--- src/include/wdk_pkg.sv ---
// Shared constants and types of the watchdog control and key logic.
// Assumes a 32-bit classic Wishbone register bus with byte addresses.
package wdk_pkg;
  // Byte offsets of the registers.
  localparam logic [4:0] WDK_OFS_CTRL = 5'h00;
  localparam logic [4:0] WDK_OFS_MODE = 5'h04;
  localparam logic [4:0] WDK_OFS_PRD = 5'h08;
  localparam logic [4:0] WDK_OFS_CNT = 5'h0C;
  localparam logic [4:0] WDK_OFS_STS = 5'h10;
  localparam logic [4:0] WDK_OFS_CLR = 5'h14;
  localparam logic [4:0] WDK_OFS_IEN = 5'h18;
  // Field positions of the watchdog control register and the mode register.
  localparam int WDK_KEY_HI = 31;
  localparam int WDK_KEY_LO = 16;
  localparam int WDK_FLAG_BIT = 15;
  localparam int WDK_ARM_BIT = 14;
  localparam int WDK_IKEY_HI = 13;
  localparam int WDK_IKEY_LO = 12;
  localparam int WDK_MODE_HI = 3;
  localparam int WDK_MODE_LO = 2;
  // Key values and mode code.
  localparam logic [15:0] WDK_KEY_FIRST = 16'hA5C6;
  localparam logic [15:0] WDK_KEY_SECOND = 16'hDA7E;
  localparam logic [1:0] WDK_IKEY_FIRST = 2'h1;
  localparam logic [1:0] WDK_IKEY_SECOND = 2'h2;
  localparam logic [1:0] WDK_IKEY_BLOCK = 2'h0;
  localparam logic [1:0] WDK_MODE_WDT = 2'h2;
  // Reset values.
  localparam logic [15:0] WDK_KEY_RST = 16'h0000;
  localparam logic [1:0] WDK_MODE_RST = 2'h0;
  localparam logic [31:0] WDK_PRD_RST = 32'h0000FFFF;
  // Interrupt status bit positions and width.
  localparam int WDK_IRQ_TMO = 0;
  localparam int WDK_IRQ_SVC = 1;
  localparam int WDK_IRQ_VIOL = 2;
  localparam int WDK_IRQ_W = 3;
  typedef enum logic [1:0] {
    wdk_st_init,
    wdk_st_pre,
    wdk_st_act
  } wdk_state_t;
endpackage

--- src/core/wdk_ctrl.sv ---
// Watchdog control register, service and idle key checking, timeout
// counter and pin, with a Wishbone slave and an interrupt output.
// Assumes one clock, synchronous reset, and a classic Wishbone master.
//
// Chosen here: the Wishbone interface to the registers and the address map.
`timescale 1ns/100ps
module wdk_ctrl
  import wdk_pkg::*;
#(
  parameter int CNT_W = 32
) (
  input wire logic clk,
  input wire logic reset,
  input wire logic wb_cyc_i,
  input wire logic wb_stb_i,
  input wire logic wb_we_i,
  input wire logic [4:0] wb_adr_i,
  input wire logic [3:0] wb_sel_i,
  input wire logic [31:0] wb_dat_i,
  output logic [31:0] wb_dat_o,
  output logic wb_ack_o,
  output logic wdt_out,
  output logic idle_permit,
  output logic irq
);
  typedef struct packed {
    wdk_state_t st;
    logic [15:0] key;
    logic flag;
    logic [1:0] ikey;
    logic idle_ok;
    logic [1:0] mode;
    logic [CNT_W-1:0] prd;
    logic [CNT_W-1:0] cnt;
    logic [WDK_IRQ_W-1:0] sts;
    logic [WDK_IRQ_W-1:0] ien;
    logic ack;
    logic [31:0] dat;
    logic irq;
    logic pin;
  } wdk_regs_t;

  wdk_regs_t r;
  wdk_regs_t n;

  logic acc;
  logic wr;
  logic [4:0] ofs;
  logic wdt_mode;
  logic armed;
  logic ctrl_wr;
  logic key_wr;
  logic ikey_wr;
  logic key_done;
  logic key_bad;
  logic ikey_done;
  logic cnt_hit;
  logic tmo;
  logic [WDK_IRQ_W-1:0] sts_set;
  logic [31:0] rd;

  assign acc = wb_cyc_i && wb_stb_i && !r.ack;
  assign wr = acc && wb_we_i;
  assign ofs = {wb_adr_i[4:2], 2'b00};
  assign wdt_mode = (r.mode == WDK_MODE_WDT);
  assign armed = (r.st != wdk_st_init);
  assign ctrl_wr = wr && ofs == WDK_OFS_CTRL && wb_sel_i[1];
  // Key fields are only seen in watchdog mode and on whole-field writes.
  assign key_wr = wr && ofs == WDK_OFS_CTRL && wb_sel_i[3] && wb_sel_i[2]
                  && wdt_mode;
  assign ikey_wr = ctrl_wr && wdt_mode;
  assign cnt_hit = (r.st == wdk_st_act) && (r.cnt >= r.prd);
  assign tmo = (armed && key_bad) || cnt_hit;

  wdk_keyseq #(
    .W(16)
  ) u_service (
    .clk(clk),
    .reset(reset),
    .wr(key_wr),
    .val(wb_dat_i[WDK_KEY_HI:WDK_KEY_LO]),
    .first(WDK_KEY_FIRST),
    .second(WDK_KEY_SECOND),
    .done(key_done),
    .bad(key_bad)
  );

  wdk_keyseq #(
    .W(2)
  ) u_idle (
    .clk(clk),
    .reset(reset),
    .wr(ikey_wr),
    .val(wb_dat_i[WDK_IKEY_HI:WDK_IKEY_LO]),
    .first(WDK_IKEY_FIRST),
    .second(WDK_IKEY_SECOND),
    .done(ikey_done),
    .bad()
  );

  always_comb begin
    sts_set = '0;
    sts_set[WDK_IRQ_TMO] = tmo;
    sts_set[WDK_IRQ_SVC] = armed && key_done;
    sts_set[WDK_IRQ_VIOL] = armed && key_bad;
  end

  // Control register bits 11 to 0 are never stored, so they read back as zero.
  always_comb begin
    rd = 32'h00000000;
    case (ofs)
      WDK_OFS_CTRL: begin
        rd[WDK_KEY_HI:WDK_KEY_LO] = r.key;
        rd[WDK_FLAG_BIT] = r.flag;
        rd[WDK_ARM_BIT] = armed;
        rd[WDK_IKEY_HI:WDK_IKEY_LO] = r.ikey;
      end
      WDK_OFS_MODE: rd[WDK_MODE_HI:WDK_MODE_LO] = r.mode;
      WDK_OFS_PRD: rd[CNT_W-1:0] = r.prd;
      WDK_OFS_CNT: rd[CNT_W-1:0] = r.cnt;
      WDK_OFS_STS: rd[WDK_IRQ_W-1:0] = r.sts;
      WDK_OFS_IEN: rd[WDK_IRQ_W-1:0] = r.ien;
      default: rd = 32'h00000000;
    endcase
  end

  always_comb begin
    n = r;
    n.pin = 1'b0;
    n.ack = acc;
    n.dat = (acc && !wb_we_i) ? rd : 32'h00000000;
    // The counter runs in every state; only a service pulls it back.
    n.cnt = r.cnt + 1'b1;
    if (key_wr) begin
      n.key = wb_dat_i[WDK_KEY_HI:WDK_KEY_LO];
    end
    if (ikey_wr) begin
      n.ikey = wb_dat_i[WDK_IKEY_HI:WDK_IKEY_LO];
    end
    // Mode and period are write protected while armed.
    if (wr && !armed && ofs == WDK_OFS_MODE && wb_sel_i[0]) begin
      n.mode = wb_dat_i[WDK_MODE_HI:WDK_MODE_LO];
    end
    if (wr && !armed && ofs == WDK_OFS_PRD && (&wb_sel_i)) begin
      n.prd = wb_dat_i[CNT_W-1:0];
    end
    if (wr && ofs == WDK_OFS_IEN && wb_sel_i[0]) begin
      n.ien = wb_dat_i[WDK_IRQ_W-1:0];
    end
    if (ctrl_wr && wb_dat_i[WDK_FLAG_BIT]) begin
      n.flag = 1'b0;
    end
    case (r.st)
      wdk_st_init: begin
        if (ctrl_wr && wdt_mode && wb_dat_i[WDK_ARM_BIT]) begin
          n.st = wdk_st_pre;
        end
      end
      wdk_st_pre: begin
        if (key_done) begin
          n.st = wdk_st_act;
          n.flag = 1'b0;
        end
      end
      wdk_st_act: n.st = wdk_st_act;
      default: n.st = wdk_st_init;
    endcase
    if (armed && key_done) begin
      n.cnt = '0;
    end
    // A timeout disarms and wins over any flag clear in the same cycle.
    if (tmo) begin
      n.st = wdk_st_init;
      n.flag = 1'b1;
      n.pin = 1'b1;
    end
    if (ikey_done) begin
      n.idle_ok = 1'b1;
    end
    if (ikey_wr && wb_dat_i[WDK_IKEY_HI:WDK_IKEY_LO] == WDK_IKEY_BLOCK) begin
      n.idle_ok = 1'b0;
    end
    n.sts = r.sts;
    if (wr && ofs == WDK_OFS_CLR && wb_sel_i[0]) begin
      n.sts = r.sts & ~wb_dat_i[WDK_IRQ_W-1:0];
    end
    n.sts = n.sts | sts_set;
    n.irq = |(n.sts & n.ien);
  end

  always_ff @(posedge clk) begin
    if (reset) begin
      r <= '0;
      r.st <= wdk_st_init;
      r.key <= WDK_KEY_RST;
      r.mode <= WDK_MODE_RST;
      r.prd <= WDK_PRD_RST[CNT_W-1:0];
    end else begin
      r <= n;
    end
  end

  assign wb_dat_o = r.dat;
  assign wb_ack_o = r.ack;
  assign wdt_out = r.pin;
  assign idle_permit = r.idle_ok;
  assign irq = r.irq;
endmodule

--- src/core/wdk_keyseq.sv ---
// Two-step key sequence detector for one key field.
// Assumes wr is a one-cycle write strobe on clk with val valid with it.
`timescale 1ns/100ps
module wdk_keyseq #(
  parameter int W = 16
) (
  input wire logic clk,
  input wire logic reset,
  input wire logic wr,
  input wire logic [W-1:0] val,
  input wire logic [W-1:0] first,
  input wire logic [W-1:0] second,
  output logic done,
  output logic bad
);
  typedef struct packed {
    logic expect_second;
  } wdk_seq_t;

  wdk_seq_t r;
  wdk_seq_t n;

  // A repeated first value restarts the sequence rather than breaking it.
  always_comb begin
    n = r;
    done = 1'b0;
    bad = 1'b0;
    if (wr) begin
      if (val == first) begin
        n.expect_second = 1'b1;
      end else if (r.expect_second && val == second) begin
        n.expect_second = 1'b0;
        done = 1'b1;
      end else begin
        n.expect_second = 1'b0;
        bad = 1'b1;
      end
    end
  end

  always_ff @(posedge clk) begin
    if (reset) begin
      r <= '0;
    end else begin
      r <= n;
    end
  end
endmodule

--- config.mk ---
export PLATFORM = sky130hd
export DESIGN_NAME = wdk_ctrl
export DESIGN_NICKNAME = d
export VERILOG_FILES = /design/src/include/wdk_pkg.sv /design/src/core/wdk_ctrl.sv /design/src/core/wdk_keyseq.sv
export SDC_FILE = /design/constraint.sdc
export NUM_CORES = 1
export LEC_CHECK = 0
export BUFFER_PORTS_ARGS = -buffer_cell sky130_fd_sc_hd__buf_2
export CAP_MARGIN = 20
export CORE_AREA = 4 4 213 111
export CTS_CLUSTER_SIZE = 20
export DETAILED_ROUTE_END_ITERATION = 16
export DIE_AREA = 0 0 217 115
export GPL_ROUTABILITY_DRIVEN = 0
export PLACE_DENSITY_LB_ADDON = 0.05
export SYNTH_ARGS = -nofsm -noshare
export SYNTH_HDL_FRONTEND = slang
export SYNTH_SLANG_ARGS = --single-unit
export TNS_END_PERCENT = 20
--- constraint.sdc ---
create_clock -name clk -period 1.9 [get_ports clk]
set_input_delay 0.38 -clock clk [delete_from_list [all_inputs] [get_ports clk]]
set_output_delay 0.38 -clock clk [all_outputs]
set_load 0.02 [all_outputs]
### Yosys cells after proc, flatten, opt, wreduce, memory -nomap -nowiden

Index checks and enable logic that the tools add are counted.

* $add $sub $neg: 1
* equality and inequality tests: 15
* multiplexer cells: 26
* shifts and indexed selects: 0
* $lt $le $gt $ge: 1
* bitwise gates (word level): 5
* divide/modulo/power cells: 0
* $mul: 0
* reductions and logical operators: 42

Operator list (number)
* $pmux W20 S3: 1
* $add A32 B1 Y32 const B: 1
* $eq A16 B16 Y1 const B: 2
* $ge A32 B32 Y1: 1
* $logic_and A1 B1 Y1: 27
* $mux W1: 16
* $pmux W8 S2: 1
* $eq A3 B3 Y1 const B: 3
* $pmux W2 S4: 1
* $reduce_or A2 Y1: 4
* $and A3 B3 Y3: 2
* $eq A2 B2 Y1 const B: 3
* $eq A3 B2 Y1 const B: 2
* $mux W3: 2
* $pmux W2 S3: 1
* $logic_not A5 Y1: 1
* $pmux W1 S5: 1
* $eq A2 B1 Y1 const B: 2
* $logic_not A2 Y1: 2
* $mux W2: 2
* $ne A2 B2 Y1 const B: 2
* $reduce_and A4 Y1: 1
* $eq A3 B1 Y1 const B: 1
* $logic_not A1 Y1: 3
* 8 further kinds: 8

* bits in writable memories: 0
* input port bits: 46
* latch bits: 0
* memories: 0
* bits in registers: 131
* memory bits (read-only): 0

### Longest topological paths before layout

Gate-level depths: netlist of run 1.

* depth in word-level cells: 13
* gate-level depth with buffers: 9
* gate-level depth less buffers: 9

### Modules after synthesis

From an unflattened synthesis of run 1, not the netlist that was laid out.

* cell total of the unflattened synthesis: 798
* area total of the unflattened synthesis: 6790.3 um2

Modules (own cells, without submodules)
* wdk_ctrl: instances 1, sequential area each 2582.5 um2, area an instance 6271.0 um2, cells an instance 736
* wdk_keyseq (u_service): instances 1, sequential area each 20.0 um2, area an instance 426.7 um2, cells an instance 50
* wdk_keyseq (u_idle): instances 1, sequential area each 20.0 um2, area an instance 92.6 um2, cells an instance 12

### Worst setup path before layout of run 1

No wires, ideal clock.

* path type: register to register
* start point: register r[99] (netlist bit)
* end point: register r[127] (netlist bit)
* cell stages (with the launch flop): 10
* data arrival time: 1.905 ns
* path buffers: 0
* setup slack: -0.133 ns
* setup time: 0.128 ns
* clock period less this slack: 2.033 ns
* cells stage by stage: dfxtp_1 inv_1 ha_1 nand4_1 nor3_1 nand4_1 or3_1 o22ai_1 nor2_1 nor3b_2

* longest elaborated chain between the ends: 4

Ends and longest elaborated chain
* from (decl): RTL line wdk_ctrl.sv:43 `wdk_regs_t r;`
* from (signal assigned): RTL line wdk_ctrl.sv:199 `r <= n;`
* $ge A32 B32 Y1: RTL line wdk_ctrl.sv:72 `assign cnt_hit = (r.st == wdk_st_act) && (r.cnt >= r.prd);`
* $logic_and A1 B1 Y1: RTL line wdk_ctrl.sv:72
* $logic_or A1 B1 Y1: RTL line wdk_ctrl.sv:73 `assign tmo = (armed && key_bad) || cnt_hit;`
* $reduce_or A2 Y1 (no line)

No other way between the ends.
A chain may end at the register's enable or synchronous reset.

### Worst setup path after layout of run 1

* start point: register r[102] (netlist bit)
* end point: register r[38] (netlist bit)

* longest elaborated chain between the ends: 4

Ends and longest elaborated chain
* $ge A32 B32 Y1: RTL line wdk_ctrl.sv:72
* $logic_and A1 B1 Y1: RTL line wdk_ctrl.sv:72
* $logic_or A1 B1 Y1: RTL line wdk_ctrl.sv:73
* $or A3 B3 Y3: RTL line wdk_ctrl.sv:187 `n.sts = n.sts | sts_set;`

No other way between the ends.

==> flow_metrics.tcl, run 1 <==
set metrics [dict create \
    total_power_mw 6.44 \
    p_leak_nw 3.86 \
    tightest_slew_ns 0.490 \
    crit_chain "inv_1, ha_1, nand4_1, nor3_4, nand4_1, or3_4, o22ai_4, buf_6, nor3_1, nor2_1" \
    min_period_ns 2.17 \
    io_pins 82 \
    worst_hold_path_type "in2reg" \
    first_iter_violations 221 \
    synth.net_count 861 \
    top_usage_layer "met2" \
    cts_sinks 131 \
    synth_area_sq_um 6470 \
    postSynthAreaPerCell_sq_um 8.30 \
    grtUsageMet3_pct 3.91 \
    die_h_microns 115 \
    slew_headroom_pct 66.9 \
    crit_path_top_delay_cell "or3_4" \
    fillers 2264 \
    status "finished with violations" \
    synthCells 779 \
    worst_clock_skew_ns 0.00922 \
    max-cap-violations 0 \
    fp-row-count 38 \
    grt_pass1_wl_microns 30600 \
    port-buffer-count 79 \
    drive_gt1_share_pct 31.0 \
    postLayoutCellArea_sq_um 8820 \
    grt_pass1_vias 5648 \
    vdd.ir_drop.worst_v 0.000467 \
    async_reset_ff_share_pct 0 \
    reg2reg_to "r[38]" \
    max_freq_mhz 461 \
    ant_nets 0 \
    placedCellCount 1223 \
    synthFlopType "dfxtp_1" \
    hold_violations 0 \
    worstPathRequired_ns 2.27 \
    viasPerCell 4.54 \
    grt_overflow 0 \
    dieArea_sq_um 25000 \
    synth-seq-cells 131 \
    multiInputGateArea_sq_um 3520 \
    cts_buffer_depth 2 \
    final.period_utilization_pct 114 \
    cp_max_fo 3 \
    cts-buffers-inserted 17 \
    rsz0062_at_grt "yes" \
    fin_ws_ns -0.268 \
    slew_violations 0 \
    diodes 0 \
    root_buffer "clkbuf_16" \
    cp-start-kind "register" \
    vias 5707 \
    worstPathArrival_ns 2.54 \
    stdcell_count 1258 \
    cts_max_level 4 \
    seq_area_frac_synth_pct 40.6 \
    final_nets 1029 \
    antenna_found_initial 0 \
    synth_warnings 0 \
    worstSetupEndpoint "r[38]" \
    power_per_cell_area_nw_per_um2 730 \
    use_met1_pct 21.5 \
    placed_area_sq_um 7920 \
    drc 0 \
    coreArea_sq_um 21600 \
    hpwl_microns 14100 \
    drt-pass1-iter-count 4 \
    finalSetupTns_ns -1.45 \
    clk_pin_slew_ns 0.06 \
    endpoint_kind "register" \
    grtUsageMet2_pct 25.3 \
    failed_checks "setup timing" \
    setup_viol 6 \
    syn2layout_area_growth_pct 36.5 \
    drt-total-wl_microns 19700 \
    grt_max_degree 68 \
    die_w_microns 217 \
    worst-r2r-setup-slack_ns -0.27 \
    final_cell_mix "nor2_1 (124), buf_4 (124), dfxtp_1 (121), nand2_1 (96), buf_2 (79)" \
    regArea_sq_um 2640 \
    critPathKind "reg2reg" \
    rr_worst_depth 10 \
    grt_use_total_pct 15.9 \
    synth_edf_count 0 \
    start_util_pct 30.0 \
    r2r_start "r[102]" \
    critPathMaxStageDelay_ns 0.37 \
    synth_cell_types 58 \
    wl_per_cell_microns 15.7 \
    clock_latency_ns 0.43 \
    cts_tree "built" \
    path_common_cell "nand4_1" \
    setup.worst_path.start "r[102]" \
]
## per-layer routing
layer	wire, microns	up-vias	part of all wire (%)
met5	0	-	0
met4	254	0	1.3
met3	585	18	3.0
met2	8830	67	45
met1	10000	2683	51
li1	-	2939	-
## what timing repair did
action                     CTS  global route
setup endpoints to repair    6            85
gates resized for setup     15            34
pin swaps                    7             7
setup buffers                0             3
cloned                       0             2
hold buffers                 0             0
## how the worst min path moves through the flow
stage                       startpoint  endpoint  slack, ns  cells after the start
final                     wb_dat_i[11]     r[84]       0.16                      2
after global routing       wb_dat_i[4]     r[77]       0.14                      2
after CTS                  wb_dat_i[9]     r[82]       0.13                      2
after detailed placement        r[113]    r[113]       0.45                      2
after global placement          r[116]    r[116]       0.44                      2
after floorplan                 r[111]    r[111]       0.43                      2
## cells by family after synthesis
family,synth area share (%)
AO/OA/AOI/OAI,11.2
XOR/XNOR,3.93
adder cells (fa/ha/maj),6.97
buffers and inverters,8.59
flip-flops,40.6
multiplexers,5.77
AND/OR/NAND/NOR,23.0
## final cells by class
type | instances | share of cell area [%]
tap | 300 | 4.25
clock inverter | 4 | 0.794
clock buffer | 26 | 5.88
inverter | 40 | 1.70
multi-input combinational | 542 | 39.9
timing repair buffer | 215 | 17.6
sequential | 131 | 29.9
## worst max-delay path: cells and delay by family (launching register included)
kind / cells / cell delay [ns]
fa+ha+maj: 1 / 0.29
buf+inv: 2 / 0.20
flops: 1 / 0.32
compound gates: 1 / 0.22
simple gates: 6 / 1.08
## power breakdown
| group | leakage, nW | internal (mW) | switching, mW |
|---|---|---|---|
| sequential | 1.06 | 2.76 | 0.00495 |
| combinational | 2.51 | 0.146 | 0.196 |
| clock | 0.292 | 2.12 | 1.21 |
## flip-flops by register name, summed over array words and instances (netlist names)
name and flops:
r 93, irq 1, wdt_out 1, u_idle.r 1, wb_dat_o 32, u_service.r 1
wb_ack_o 1, idle_permit 1
## per-stage QoR
step | hold WS, ns | util, % | worst slack [ns]
floorplan | 0.431 | - | -0.0189
global placement | 0.442 | 36.7 | -0.546
detailed placement | 0.448 | 36.7 | -0.576
CTS | 0.129 | 39.7 | -0.265
global route | 0.138 | 40.9 | -0.435
finish | 0.157 | 40.9 | -0.268
## synth_stat cells (all sizes together) (6+ instances only)
cell type	instances	area share, %
a21oi	77	6.0
o21ai	7	0.54
dfxtp	131	41
buf	50	5.3
mux2i	35	5.4
clkbuf	16	0.93
a211o	16	2.2
nor3	9	0.77
inv	40	2.3
nand2b	6	0.58
nand4	16	1.5
and3	10	0.97
nand2	96	5.6
xor2	15	2.0
nor2b	6	0.62
ha	36	7.0
nand3	20	1.5
nor2	128	7.4
xnor2	14	1.9
No activity file was read; power rests on OpenSTA's default activity.
==> inputs of run 2 (changes only) <==
==> constraint.sdc (replaced) <==
create_clock -name clk -period 2.5 [get_ports clk]
set_input_delay 0.5 -clock clk [delete_from_list [all_inputs] [get_ports clk]]
set_output_delay 0.5 -clock clk [all_outputs]
set_load 0.02 [all_outputs]
==> flow_metrics.tcl, run 2 (synthesis results as in run 1) <==
set metrics [dict create \
    worstPathRequired_ns 2.80 \
    vias 5361 \
    largest_register_ffs 93 \
    final_nets 944 \
    critPathMaxStageDelay_ns 0.35 \
    finalHoldWorstSlack_ns 0.275 \
    drive_gt1_share_pct 19.6 \
    final.period_utilization_pct 93.5 \
    cts_sinks 131 \
    total_power_mw 4.54 \
    slew_violations 0 \
    critPathKind "reg2reg" \
    worstPathArrival_ns 2.64 \
    hold_depth 2 \
    fillers 2312 \
    diodes 0 \
    grt_overflow 0 \
    path_buf_inv 1 \
    finalSetupTns_ns 0 \
    final_cell_mix "dfxtp_1 (131), nor2_1 (128), nand2_1 (96), buf_2 (79), a21oi_1 (76)" \
    grt_max_degree 68 \
    regArea_sq_um 2620 \
    port-buffer-count 79 \
    worst_hold_path_type "in2reg" \
    min_period_ns 2.34 \
    vdd.ir_drop.worst_v 0.000353 \
    crit_family "compound AO/OA/AOI/OAI gates" \
    final_common_cell "dfxtp_1" \
    io_pins 82 \
    cts_max_level 4 \
    max-cap-violations 0 \
    cp.depth 9 \
    grt_pass1_vias 5338 \
    crit_chain "inv_1, ha_1, a21oi_1, o21ai_0, a221oi_1, o211ai_1, a32o_2, o31ai_1, nand3_1" \
    p_leak_nw 3.34 \
    wl_per_cell_microns 15.3 \
    reg2reg_to "irq" \
    r2r_start "r[96]" \
    final_core_util_pct 36.0 \
    fp-row-count 38 \
    rr_worst_depth 9 \
    fin_ws_ns 0.162 \
    first_iter_violations 186 \
    die_h_microns 115 \
    pre_cts_ws_ns 0.119 \
    ant_nets 0 \
    worst_clock_skew_ns 0.00999 \
    start_util_pct 30.0 \
    cts_resized 0 \
    hold_violations 0 \
    viasPerCell 4.57 \
    slew_headroom_pct 47.0 \
    status "finished, final reports clean" \
    crit_path_top_delay_cell "dfxtp_1" \
    syn2layout_area_growth_pct 20.2 \
    worstSetupEndpoint "irq" \
    endpoint_kind "register" \
    clock_latency_ns 0.43 \
    grt_pass1_wl_microns 29100 \
    drc 0 \
    multiInputGateArea_sq_um 3300 \
    coreArea_sq_um 21600 \
    top_register "r" \
    dieArea_sq_um 25000 \
    hpwl_microns 13300 \
    grt_use_total_pct 15.2 \
    post_cts_buffers 0 \
    drt-total-wl_microns 17900 \
    clk_pin_slew_ns 0.06 \
    antenna_found_initial 0 \
    drt-pass1-iter-count 4 \
    rsz0062_at_grt "yes" \
    tightest_slew_ns 0.796 \
    die_w_microns 217 \
    power_per_cell_area_nw_per_um2 585 \
    setup.worst_path.start "r[96]" \
    setup_viol 0 \
    cp_max_fo 4 \
    worst-r2r-setup-slack_ns 0.16 \
    root_buffer "clkbuf_16" \
    cts_tree "built" \
    cp-start-kind "register" \
    cts_buffer_depth 2 \
    cts-buffers-inserted 17 \
    max_freq_mhz 428 \
    hold_buffers 0 \
]
[run 2: cell types whose count changed in the layout (fill, tap and decap cells not counted), moves of 9 or more]
cell and delta:
ha_1 +9, ha_4 -9, buf_4 -76, dfxtp_2 -10, dfxtp_1 +10
[run 2: power breakdown]
| group | switching, mW | total (mW) | internal [mW] |
|---|---|---|---|
| sequential | 0.00338 | 2.10 | 2.10 |
| clock | 0.908 | 2.23 | 1.32 |
| combinational | 0.135 | 0.219 | 0.0848 |
| total | 1.05 | 4.54 | 3.50 |
[run 2: cell type report]
cell class                      count  area share [%]
Multi-Input combinational cell    542            42.4
Clock inverter                      6           0.419
Sequential cell                   131            33.8
Clock buffer                       23            6.15
Tap cell                          300            4.83
Timing Repair Buffer              130            10.5
Inverter                           40            1.93
[run 2: worst min path at each step]
stage                        end          from
final                      r[84]  wb_dat_i[11]
after global routing       r[82]   wb_dat_i[9]
after global placement    r[108]        r[108]
after floorplan           r[111]        r[111]
after detailed placement  r[122]        r[122]
after CTS                  r[82]   wb_dat_i[9]
[run 2: metrics by stage]
| step | instances | instance area (sq um) |
|---|---|---|
| after floorplan | 779 | 6470 |
| after global placement | 1143 | 7250 |
| after detailed placement | 1143 | 7250 |
| after CTS | 1172 | 7760 |
| after global routing | 1172 | 7770 |
| final | 1172 | 7770 |
[run 2: routing by layer]
layer	wire (microns)	track usage, %	vias up
met4	175	4.57	0
met5	0	0	-
met2	8090	24.3	55
li1	-	-	2761
met1	9110	20.4	2530
met3	546	3.83	15
[run 2: worst reg2reg max path, cell delays in order (launching register included)]
cell and delay [ns]:
dfxtp_1 0.35, inv_1 0.05, ha_1 0.30, a21oi_1 0.13, o21ai_0 0.13, a221oi_1 0.33, o211ai_1 0.20, a32o_2 0.32
o31ai_1 0.30, nand3_1 0.10
==> inputs of run 3 (changes only) <==
--- a/config.mk
+++ b/config.mk
@@ -13,6 +13,7 @@
 export DIE_AREA = 0 0 217 115
 export GPL_ROUTABILITY_DRIVEN = 0
 export PLACE_DENSITY_LB_ADDON = 0.05
+export SETUP_SLACK_MARGIN = 0.2
 export SYNTH_ARGS = -nofsm -noshare
 export SYNTH_HDL_FRONTEND = slang
 export SYNTH_SLANG_ARGS = --single-unit
==> flow_metrics.tcl, run 3 (synthesis results as in run 1) <==
set metrics [dict create \
    syn2layout_area_growth_pct 22.3 \
    critPathKind "reg2reg" \
    grt_pass1_vias 5347 \
    crit_family "simple AND/OR/NAND/NOR gates" \
    die_w_microns 217 \
    drive_gt1_share_pct 22.9 \
    drt-total-wl_microns 18000 \
    port-buffer-count 79 \
    vdd.ir_drop.worst_v 0.000355 \
    vias 5396 \
    hold_violations 0 \
    grt_use_total_pct 15.2 \
    die_h_microns 115 \
    drt-pass1-iter-count 4 \
    cts-buffers-inserted 17 \
    cts_sinks 131 \
    dieArea_sq_um 25000 \
    final_cell_mix "nor2_1 (127), dfxtp_1 (122), nand2_1 (96), buf_2 (79), a21oi_1 (75)" \
    max_freq_mhz 442 \
    worstPathRequired_ns 2.79 \
    status "finished, final reports clean" \
    final_nets 949 \
    grt_pass1_wl_microns 29100 \
    hpwl_microns 13300 \
    cts_tree "built" \
    cp_max_fo 4 \
    clk_pin_slew_ns 0.06 \
    cp-start-kind "register" \
    slew_violations 0 \
    drc 0 \
    finalHoldWorstSlack_ns 0.274 \
    fp-row-count 38 \
    io_pins 82 \
    total_power_mw 4.55 \
    viasPerCell 4.58 \
    rsz0062_at_grt "yes" \
    cts_buffer_depth 2 \
    start_util_pct 30.0 \
    worst_hold_path_type "in2reg" \
    cp.depth 10 \
    path_buf_inv 2 \
    worst_clock_skew_ns 0.0101 \
    ant_nets 0 \
    final_common_cell "nor2_1" \
    min_period_ns 2.26 \
    worstPathArrival_ns 2.55 \
    top_register "r" \
    power_per_cell_area_nw_per_um2 575 \
    endpoint_kind "register" \
    first_iter_violations 196 \
    crit_chain "ha_4, nand4_1, nor3_2, buf_4, nand4_1, or3_1, o22ai_1, buf_4, nor2_2, nor3b_2" \
    clock_latency_ns 0.43 \
    antenna_found_initial 0 \
    p_leak_nw 3.38 \
    tightest_slew_ns 0.787 \
    largest_register_ffs 93 \
    cts_max_level 4 \
    root_buffer "clkbuf_16" \
    hold_depth 2 \
    wl_per_cell_microns 15.3 \
    coreArea_sq_um 21600 \
    critPathMaxStageDelay_ns 0.38 \
    setup_viol 0 \
    rr_worst_depth 10 \
    crit_path_top_delay_cell "or3_1" \
    finalSetupTns_ns 0 \
    slew_headroom_pct 47.5 \
    grt_overflow 0 \
    max-cap-violations 0 \
    grt_max_degree 68 \
    diodes 0 \
    final.period_utilization_pct 90.4 \
]
[run 3: cell count changes in the layout (fill, tap and decap cells not counted), sizes merged]
cell and change:
buf +5
[run 3: metrics by stage]
step	instance area, sq um	setup slack (ns)	std cells	utilization (%)
after global routing	7910	0.107	1177	36.7
after CTS	7790	0.190	1173	36.1
final	7910	0.239	1177	36.7
after global placement	7250	0.0789	1143	33.6
after detailed placement	7250	0.119	1143	33.6
after floorplan	6470	0.467	779	-
[run 3: final cells by class]
| cell class | instances | area [sq um] |
|---|---|---|
| clock buffer | 23 | 478 |
| clock inverter | 6 | 32.5 |
| fill | 2302 | 13700 |
| inverter | 40 | 150 |
| multi-input combinational | 542 | 3390 |
| sequential | 131 | 2630 |
| tap | 300 | 375 |
| timing repair buffer | 135 | 853 |
[run 3: path summary, 6_finish.rpt]
check / from / end / slack, ns
hold / removal: wb_dat_i[9] / r[82] / 0.27
setup / recovery: r[71] / r[127] / 0.24
setup reg to reg: r[71] / r[127] / 0.24
hold reg to reg: r[122] / r[122] / 0.45
[run 3: where the power goes]
group          internal (mW)  leakage, nW  switching (mW)  total [mW]
clock network           1.32        0.254           0.913        2.23
registers               2.10         1.06         0.00340        2.10
logic                 0.0848         2.06           0.134       0.219
total                   3.50         3.38            1.05        4.55
[run 3: per-layer routing]
layer | track usage [%] | part of all wire [%]
met1 | 20.4 | 51
met2 | 24.4 | 45
met3 | 3.83 | 3.2
met4 | 4.57 | 1.3
met5 | 0 | 0
[run 3: repair_timing]
| item | 4_1_cts | 5_1_grt |
|---|---|---|
| pin swaps | 3 | 11 |
| setup buffers | 1 | 4 |
| hold buffers | 0 | 0 |
| endpoints found under the setup margin | 3 | 6 |
| resized for setup | 6 | 22 |
| endpoints found under the hold margin | 0 | 0 |
| cloned | 0 | 0 |
[run 3: worst reg2reg max path, cell delays in order, from the launching register on]
cell     delay, ns
dfxtp_1       0.37
ha_4          0.29
nand4_1       0.13
nor3_2        0.20
buf_4         0.14
nand4_1       0.15
or3_1         0.38
o22ai_1       0.11
buf_4         0.16
nor2_2        0.05
nor3b_2       0.15
